`src/design/sdr_defines.svh`:
```
`ifndef SDR_DEFINES_SVH
`define SDR_DEFINES_SVH

// system clock rate in MHz (period 4 ns)
`define SDR_CLK_MHZ 250
// least time the supply must stay below the trip threshold, in ns
`define SDR_MIN_DROP_NS 2000
// start-up time-out after the supply recovers, in ns
`define SDR_STARTUP_NS 4000000
// derived cycle counts, both rounded up since both are least times
`define SDR_MIN_DROP_CYC ((`SDR_MIN_DROP_NS*`SDR_CLK_MHZ+999)/1000)
`define SDR_STARTUP_CYC ((`SDR_STARTUP_NS*`SDR_CLK_MHZ+999)/1000)

// trip-level select field
`define SDR_SEL_W 3
`define SDR_SEL_MSB 2
`define SDR_LVL_W 2
`define SDR_SEL_OFF 3'h7
`define SDR_SEL_RESET 3'h7

`endif

```
`src/design/sdr_pkg.sv`:
```
`include "sdr_defines.svh"

package sdr_pkg;

   typedef logic [`SDR_SEL_W-1:0] sdr_sel_t;
   typedef logic [`SDR_LVL_W-1:0] sdr_lvl_t;

   // sequencer states
   typedef enum logic [1:0] {
      ST_RUN,
      ST_DROP,
      ST_DELAY
   } sdr_state_t;

   // decoded trip-level setting
   typedef struct packed {
      logic enable;
      logic reserved;
      sdr_lvl_t level;
   } sdr_cfg_t;

   // 111 off, 110..100 reserved (kept off), 011..000 one level each
   function automatic sdr_cfg_t sdr_decode(input sdr_sel_t sel);
      sdr_cfg_t cfg;
      cfg.enable = ~sel[`SDR_SEL_MSB];
      cfg.reserved = sel[`SDR_SEL_MSB] & (sel != `SDR_SEL_OFF);
      cfg.level = sel[`SDR_LVL_W-1:0];
      return cfg;
   endfunction

endpackage

```
`src/design/sdr_drop_if.sv`:
```
`timescale 1ns/1ps

// comparator path between the sequencer and the drop filter
interface sdr_drop_if;
   logic below_raw;
   logic enable;
   logic below_now;
   logic drop_seen;

   modport filt (
      input below_raw,
      input enable,
      output below_now,
      output drop_seen
   );

   modport ctl (
      output below_raw,
      output enable,
      input below_now,
      input drop_seen
   );
endinterface

```
`src/design/sdr_drop_filter.sv`:
```
`timescale 1ns/1ps
`include "sdr_defines.svh"

module sdr_drop_filter #(
   parameter int MIN_CYC = `SDR_MIN_DROP_CYC
) (
   input wire logic clk_sys_i,
   input wire logic rst_b_i,
   sdr_drop_if.filt link
);
   import sdr_pkg::*;

   localparam int CW = $clog2(MIN_CYC + 1);
   localparam logic [CW-1:0] MIN_C = CW'(MIN_CYC);

   logic s1_ff, s2_ff, s3_ff, lvl_ff, drop_ff;
   logic [CW-1:0] cnt_ff;
   logic nxt_lvl, nxt_drop, cnt_full, active;
   logic [CW-1:0] nxt_cnt;

   // a change only counts once the last two stages agree
   assign nxt_lvl = (s2_ff == s3_ff) ? s3_ff : lvl_ff;
   assign active = link.enable & lvl_ff;
   assign cnt_full = (cnt_ff == MIN_C);
   // short dips clear the count, so they never qualify
   assign nxt_cnt = !active ? '0 : cnt_full ? cnt_ff : cnt_ff + 1'b1;
   assign nxt_drop = active & cnt_full;

   // three-stage synchroniser for the comparator output
   always_ff @(posedge clk_sys_i or negedge rst_b_i) begin
      if (!rst_b_i) begin
         s1_ff <= 1'b0;
         s2_ff <= 1'b0;
         s3_ff <= 1'b0;
         lvl_ff <= 1'b0;
      end else begin
         s1_ff <= link.below_raw;
         s2_ff <= s1_ff;
         s3_ff <= s2_ff;
         lvl_ff <= nxt_lvl;
      end
   end

   // duration counter
   always_ff @(posedge clk_sys_i or negedge rst_b_i) begin
      if (!rst_b_i) begin
         cnt_ff <= '0;
         drop_ff <= 1'b0;
      end else begin
         cnt_ff <= nxt_cnt;
         drop_ff <= nxt_drop;
      end
   end

   assign link.below_now = lvl_ff;
   assign link.drop_seen = drop_ff;

   a_drop_after_min: assert property (
      @(posedge clk_sys_i) disable iff (!rst_b_i)
      $rose(drop_ff) |-> $past(cnt_ff) == MIN_C && $past(lvl_ff))
      else $error("drop qualified before the minimum duration");

   a_dip_clears_count: assert property (
      @(posedge clk_sys_i) disable iff (!rst_b_i)
      !lvl_ff |=> cnt_ff == '0 && !drop_ff)
      else $error("count or drop kept after the supply recovered");

   a_off_no_drop: assert property (
      @(posedge clk_sys_i) disable iff (!rst_b_i)
      !link.enable |=> !drop_ff)
      else $error("drop raised while detection is off");
endmodule

```
`src/design/sdr_top.sv`:
```
`timescale 1ns/1ps
`include "sdr_defines.svh"

module sdr_top #(
   parameter int MIN_DROP_CYC = `SDR_MIN_DROP_CYC,
   parameter int STARTUP_CYC = `SDR_STARTUP_CYC
) (
   input wire logic clk_sys_i,
   input wire logic rst_b_i,
   input wire sdr_pkg::sdr_sel_t trip_level_select_i,
   input wire logic below_trip_i,
   input wire logic nv_write_busy_i,
   output sdr_pkg::sdr_lvl_t trip_threshold_o,
   output logic supply_drop_detector_en_o,
   output logic level_reserved_o,
   output logic chip_reset_b_o,
   output logic nv_reset_b_o
);
   import sdr_pkg::*;

   localparam int DW = $clog2(STARTUP_CYC + 1);
   localparam logic [DW-1:0] DLY_LAST = DW'(STARTUP_CYC - 1);

   sdr_drop_if drop_link ();

   // fuse select synchroniser and the accepted setting
   sdr_sel_t sel_s1_ff, sel_s2_ff, sel_s3_ff, sel_ff, nxt_sel;
   sdr_cfg_t cfg;

   // sequencer state
   sdr_state_t state_ff, nxt_state;
   logic [DW-1:0] dly_cnt_ff, nxt_dly_cnt;
   logic dly_done, recovered;

   // output registers
   sdr_lvl_t thr_ff;
   logic det_en_ff, rsvd_ff, chip_rst_b_ff, nv_rst_b_ff;
   logic nxt_chip_rst_b, nxt_nv_rst_b;

   // the setting is a static strap in practice, but it still crosses in
   // from outside, so it is only taken once the last two stages agree
   assign nxt_sel = (sel_s2_ff == sel_s3_ff) ? sel_s3_ff : sel_ff;
   assign cfg = sdr_decode(sel_ff);

   always_ff @(posedge clk_sys_i or negedge rst_b_i) begin
      if (!rst_b_i) begin
         sel_s1_ff <= `SDR_SEL_RESET;
         sel_s2_ff <= `SDR_SEL_RESET;
         sel_s3_ff <= `SDR_SEL_RESET;
         sel_ff <= `SDR_SEL_RESET;
      end else begin
         sel_s1_ff <= trip_level_select_i;
         sel_s2_ff <= sel_s1_ff;
         sel_s3_ff <= sel_s2_ff;
         sel_ff <= nxt_sel;
      end
   end

   // comparator path; the filter sees the enable so a disabled
   // detector can never raise a drop
   assign drop_link.below_raw = below_trip_i;
   assign drop_link.enable = cfg.enable;

   sdr_drop_filter #(
      .MIN_CYC(MIN_DROP_CYC)
   ) u_filter (
      .clk_sys_i(clk_sys_i),
      .rst_b_i(rst_b_i),
      .link(drop_link)
   );

   // recovery also counts when detection is switched off mid-drop,
   // otherwise the chip could stay in reset for good
   assign recovered = !drop_link.below_now | !cfg.enable;
   assign dly_done = (dly_cnt_ff == DLY_LAST);

   // sequencer next state
   always_comb begin
      nxt_state = state_ff;
      nxt_dly_cnt = dly_cnt_ff;
      unique case (state_ff)
         ST_RUN: begin
            if (drop_link.drop_seen) begin
               nxt_state = ST_DROP;
            end
            nxt_dly_cnt = '0;
         end
         ST_DROP: begin
            nxt_dly_cnt = '0;
            if (recovered) begin
               nxt_state = ST_DELAY;
            end
         end
         ST_DELAY: begin
            if (drop_link.drop_seen) begin
               nxt_state = ST_DROP;
               nxt_dly_cnt = '0;
            end else if (dly_done) begin
               nxt_state = ST_RUN;
               nxt_dly_cnt = '0;
            end else begin
               nxt_dly_cnt = dly_cnt_ff + 1'b1;
            end
         end
         // an upset code falls back to a full delay with reset held
         default: begin
            nxt_state = ST_DELAY;
            nxt_dly_cnt = '0;
         end
      endcase
   end

   // chip reset follows the next state so a drop acts on the next edge
   assign nxt_chip_rst_b = (nxt_state == ST_RUN);
   // once released, the nv reset stays released while a write runs, so
   // a write in flight is finished rather than cut short
   assign nxt_nv_rst_b = nxt_chip_rst_b |
                         (nv_rst_b_ff & nv_write_busy_i);

   // sequencer registers; power-up starts in the delay so the core only
   // leaves reset after one full time-out
   always_ff @(posedge clk_sys_i or negedge rst_b_i) begin
      if (!rst_b_i) begin
         state_ff <= ST_DELAY;
         dly_cnt_ff <= '0;
      end else begin
         state_ff <= nxt_state;
         dly_cnt_ff <= nxt_dly_cnt;
      end
   end

   // output registers
   always_ff @(posedge clk_sys_i or negedge rst_b_i) begin
      if (!rst_b_i) begin
         thr_ff <= '0;
         det_en_ff <= 1'b0;
         rsvd_ff <= 1'b0;
         chip_rst_b_ff <= 1'b0;
         nv_rst_b_ff <= 1'b0;
      end else begin
         thr_ff <= cfg.level;
         det_en_ff <= cfg.enable;
         rsvd_ff <= cfg.reserved;
         chip_rst_b_ff <= nxt_chip_rst_b;
         nv_rst_b_ff <= nxt_nv_rst_b;
      end
   end

   assign trip_threshold_o = thr_ff;
   assign supply_drop_detector_en_o = det_en_ff;
   assign level_reserved_o = rsvd_ff;
   assign chip_reset_b_o = chip_rst_b_ff;
   assign nv_reset_b_o = nv_rst_b_ff;

   // helper: cycles spent in the delay state since it was last entered
   logic [DW:0] chk_dly_ff;
   always_ff @(posedge clk_sys_i or negedge rst_b_i) begin
      if (!rst_b_i) begin
         chk_dly_ff <= '0;
      end else if (state_ff == ST_DELAY) begin
         chk_dly_ff <= chk_dly_ff + 1'b1;
      end else begin
         chk_dly_ff <= '0;
      end
   end

   a_sel_decode_off: assert property (
      @(posedge clk_sys_i) disable iff (!rst_b_i)
      sel_ff[`SDR_SEL_MSB] |=> !supply_drop_detector_en_o)
      else $error("detector enabled by an off or reserved setting");

   a_sel_decode_on: assert property (
      @(posedge clk_sys_i) disable iff (!rst_b_i)
      !sel_ff[`SDR_SEL_MSB] |=> supply_drop_detector_en_o &&
         trip_threshold_o == $past(sel_ff[`SDR_LVL_W-1:0]))
      else $error("trip level not taken from the setting");

   a_drop_resets_now: assert property (
      @(posedge clk_sys_i) disable iff (!rst_b_i)
      drop_link.drop_seen |=> !chip_reset_b_o &&
         (state_ff == ST_DROP || $past(state_ff) == ST_DROP))
      else $error("drop did not assert reset on the next edge");

   a_drop_holds_reset: assert property (
      @(posedge clk_sys_i) disable iff (!rst_b_i)
      state_ff == ST_DROP && !recovered |=> !chip_reset_b_o)
      else $error("reset released while the supply is low");

   a_delay_full_time: assert property (
      @(posedge clk_sys_i) disable iff (!rst_b_i)
      $rose(chip_reset_b_o) |->
         chk_dly_ff == (DW+1)'(STARTUP_CYC))
      else $error("reset released before the full time-out");

   a_delay_restarts: assert property (
      @(posedge clk_sys_i) disable iff (!rst_b_i)
      state_ff == ST_DELAY && drop_link.drop_seen |=>
         dly_cnt_ff == '0 && !chip_reset_b_o ##1 !chip_reset_b_o)
      else $error("delay not restarted by a new drop");

   a_nv_write_kept: assert property (
      @(posedge clk_sys_i) disable iff (!rst_b_i)
      nv_reset_b_o && nv_write_busy_i |=> nv_reset_b_o)
      else $error("nv write cut short by reset");

   a_nv_follows_chip: assert property (
      @(posedge clk_sys_i) disable iff (!rst_b_i)
      chip_reset_b_o |-> nv_reset_b_o)
      else $error("nv reset held while the chip runs");

   a_nv_stays_low: assert property (
      @(posedge clk_sys_i) disable iff (!rst_b_i)
      !nv_reset_b_o && state_ff == ST_DROP |=> !nv_reset_b_o)
      else $error("nv reset released during a supply drop");

   a_rsvd_kept_off: assert property (
      @(posedge clk_sys_i) disable iff (!rst_b_i)
      level_reserved_o |-> !supply_drop_detector_en_o)
      else $error("reserved setting left the detector on");

   a_delay_holds_reset: assert property (
      @(posedge clk_sys_i) disable iff (!rst_b_i)
      state_ff == ST_DELAY && !dly_done |=> !chip_reset_b_o)
      else $error("reset released before the delay ran out");

   a_run_stays_up: assert property (
      @(posedge clk_sys_i) disable iff (!rst_b_i)
      state_ff == ST_RUN && !drop_link.drop_seen |=> chip_reset_b_o)
      else $error("reset asserted with no qualified drop");
endmodule

```
`config.mk`:
```
export PLATFORM = sky130hd
export DESIGN_NAME = sdr_top
export DESIGN_NICKNAME = d
export VERILOG_FILES = /design/src/design/sdr_pkg.sv /design/src/design/sdr_drop_if.sv /design/src/design/sdr_drop_filter.sv /design/src/design/sdr_top.sv
export VERILOG_INCLUDE_DIRS = /design/src /design/src/design
export SDC_FILE = /design/constraint.sdc
export NUM_CORES = 1
export LEC_CHECK = 0
export ABC_AREA = 1
export BUFFER_PORTS_ARGS = -buffer_cell sky130_fd_sc_hd__buf_2
export CELL_PAD_IN_SITES_DETAIL_PLACEMENT = 2
export CELL_PAD_IN_SITES_GLOBAL_PLACEMENT = 2
export CORE_ASPECT_RATIO = 2
export CORE_MARGIN = 3
export CORE_UTILIZATION = 42
export CTS_BUF_LIST = sky130_fd_sc_hd__clkbuf_4
export DETAILED_ROUTE_END_ITERATION = 10
export PLACE_DENSITY = 0.95
export SETUP_SLACK_MARGIN = 0.15
export SYNTH_ARGS = -nofsm -noshare
export SYNTH_HDL_FRONTEND = slang
export SYNTH_HIERARCHICAL = 1
export SYNTH_SLANG_ARGS = --single-unit
```
`constraint.sdc`:
```
create_clock -name clk_sys_i -period 2.6 [get_ports clk_sys_i]
set_input_delay 0.39 -clock clk_sys_i [delete_from_list [all_inputs] [get_ports clk_sys_i]]
set_output_delay 0.39 -clock clk_sys_i [all_outputs]
set_load 0.1 [all_outputs]
```
==> flow_summary.json <==
{
  "fin_hold_ws_ps": 75.3,
  "critPathSlowestCell": "dfrtp_1",
  "first_iter_violations": 54,
  "synth_mux_area_share_pct": 0,
  "synth_compound_area_share_pct": 2.75,
  "die_y_um": 114,
  "avgSynthCellArea_sq_um": 8.86,
  "outcome": "complete, no violations",
  "dp_hpwl_mm": 5.19,
  "maxCapViolations": 0,
  "crit_type": "reg -> reg",
  "cts_resized": 0,
  "grt_pass1_vias": 2108,
  "antenna_found_initial": 0,
  "dp.cells": 349,
  "worstPathCellList": "ha_1, nand2_1, nor2_4, nand3_2, nor2_4, nor2_4, inv_4, nor2_1",
  "path_common_cell": "nor2_4",
  "synth_xor_area_share_pct": 4.64,
  "finish.instance_area_sq_mm": 0.00266,
  "fmax_mhz": 595,
  "cp-start-kind": "register",
  "drive_gt1_share_pct": 19.9,
  "seq_area_frac_synth_pct": 55.7,
  "worst_slack_ps": 921,
  "regToRegSetupSlack_ps": 920,
  "worst-path-max-fanout": 14,
  "clk_latency_ps": 390,
  "relSlewSlack_pct": 54.1,
  "route.detailed.drc": 0,
  "rsz0062_at_grt": "false",
  "arrival_ps": 1970,
  "hold_viol": 0,
  "portBuffers": 12,
  "place_congestion": 0.837,
  "die_w_um": 60.1,
  "start_util_pct": 44.1,
  "fin_crit_sh_pct": 64.6,
  "track_usage_pct": 21.6,
  "r2r_cells": 8,
  "via_per_inst": 5.31,
  "h-tree-depth": 2,
  "p_leak_nw": 1.13,
  "endpoint_kind": "register",
  "synth_top_family_by_area": "simple AND/OR/NAND/NOR gates",
  "endpoint": "dly_cnt_ff[14]",
  "cts_buffer_depth": 2,
  "r2r-end": "dly_cnt_ff[14]",
  "synthDistinctLibCells": 20,
  "ys_warn_count": 6,
  "setup_viol": 0,
  "ioPinCount": 13,
  "synthSimpleGateAreaFrac_pct": 29.9,
  "cts_tree": "built",
  "final.setup.tns_ps": 0,
  "power.density_mw_per_mm2": 634,
  "slew_viol_final": 0,
  "required_ps": 2890,
  "row_count": 38,
  "syn_nets": 287,
  "cts_setup_buffers": 0,
  "numCtsBuffers": 5,
  "root_buffer": "clkbuf_4",
  "dr.pass1.iters": 4,
  "clk_pin_slew_ps": 160,
  "synth_adder_area_share_pct": 1.94,
  "antenna_left": 0,
  "fin_crit_ps": 1680,
  "grt_max_degree": 55,
  "tightest_slew_ps": 688,
  "post-place-ws_ps": 959,
  "critPathLaunch": "dly_cnt_ff[0]",
  "diodes": 0,
  "synthCells": 277,
  "fin_cells": 357,
  "grt-ovfl-total": 0,
  "cts.sinks": 54,
  "coreArea_sq_mm": 0.00556,
  "hold_class": "in -> reg",
  "cts_hold_buf": 0,
  "num-nets-final": 306,
  "dr_total_vias": 1894,
  "yosys_register_bits": 54,
  "vdd_drop_max_mv": 0.590,
  "wl_per_cell_um": 18.4,
  "place_area_sq_mm": 0.00258,
  "grt_pass1_wl_mm": 10.8,
  "r2r-start": "dly_cnt_ff[0]",
  "netlist_area_sq_mm": 0.00245,
  "area_growth_pct": 8.46,
  "critPathMaxStageDelay_ps": 440,
  "totalWireLength_mm": 6.55,
  "finClkSkew_ps": 3.27,
  "die_area_sq_mm": 0.00685
}
-- routing by layer --
layer / track usage, % / up-vias / share of wire, %
li1: - / 885 / -
met1: 21.4 / 976 / 35
met2: 41.5 / 20 / 60
met3: 3.39 / 13 / 2.0
met4: 9.02 / 0 / 3.3
met5: 0 / - / 0
-- placed cells by master (no fill, tap or decap) --
master     netlist  final
nor2_4           4      4
nand3_2          2      2
o21ai_0          4      4
inv_4            1      1
a21oi_1          8      8
nand2_2          3      3
inv_1           26     26
o21a_1           1      1
buf_4            0      1
maj3_1           1      1
nand3_1         14     14
xnor2_1          2      2
ha_1             3      3
clkbuf_4         0      5
nand4_1          4      4
nor2_2          15     15
inv_6            0      2
bufinv_16        0      1
dfstp_2         13     13
buf_2            0     12
nand2_1         73     73
xor2_1          11     11
nor2_1          50     50
dfrtp_1         41     41
-- sequential cells by signal (all words and copies together) (netlist names) --
register	cells
chip_reset_b_o	1
dly_cnt_ff	20
level_reserved_o	1
nv_reset_b_o	1
sel_ff	3
sel_s1_ff	3
sel_s2_ff	3
sel_s3_ff	3
state_ff	2
supply_drop_detector_en_o	1
trip_threshold_o	2
u_filter/cnt_ff	9
u_filter/link.below_now	1
u_filter/link.drop_seen	1
u_filter/s1_ff	1
u_filter/s2_ff	1
u_filter/s3_ff	1
-- cell type report --
class	count	area (sq um)
clock buffers	5	37.5
clock inverters	3	47.5
fillers	655	2900
inverters	27	104
multi-input cells	195	963
flip-flops and latches	54	1370
well taps	60	75.1
repair buffers	13	67.6
-- cells in the mapped netlist (all sizes together) --
cell type	number	area, sq um
nand2	76	293
nor2	69	327
dfrtp	41	1030
inv	27	104
nand3	16	90.1
dfstp	13	342
xor2	11	96.3
a21oi	8	40.0
nand4	4	25.0
o21ai	4	20.0
ha	3	37.5
xnor2	2	17.5
buf	1	20.0
maj3	1	10.0
o21a	1	7.51
-- worst min path at each step --
stage	startpoint	cells past startpoint	endpoint
after floorplan	rst_b_i	0	chip_reset_b_o
after global placement	u_filter/s1_ff	0	u_filter/s2_ff
after detailed placement	u_filter/s1_ff	0	u_filter/s2_ff
after CTS	trip_level_select_i[0]	1	sel_s1_ff[0]
after global routing	trip_level_select_i[0]	1	sel_s1_ff[0]
final	trip_level_select_i[2]	1	sel_s1_ff[2]
-- power breakdown --
part | switching (W) | total, W | internal [W] | leakage (nW)
sequential | 0.0000328 | 0.000937 | 0.000904 | 0.680
combinational | 0.000211 | 0.000253 | 0.0000413 | 0.404
clock | 0.000289 | 0.000499 | 0.000210 | 0.0462
total | 0.000534 | 0.00169 | 0.00116 | 1.13
-- logic make-up (layout without fill, tap and decap cells) --
logic type / count (synthesis) / after routing
AND/OR/NAND/NOR: 165 / 165
flip-flops: 54 / 54
buffers and inverters: 28 / 48
AO/OA/AOI/OAI: 13 / 13
XOR/XNOR: 13 / 13
adder cells (fa/ha/maj): 4 / 4
-- critical path: cells and delay by family, from the launching register on --
family | cells | cell delay [ps]
DFF | 1 | 440
buffers and inverters | 1 | 180
and+or+nand+nor | 6 | 700
adders and majority gates | 1 | 260
-- metrics by stage --
step	utilization [%]	power, W
4_1_cts	47.9	0.00171
6_report	47.9	0.00169
3_3_place_gp	46.3	0.00119
5_1_grt	47.9	0.00176
2_1_floorplan	-	0.00113
3_5_place_dp	46.3	0.00121
(Power assumes the default switching activity.)
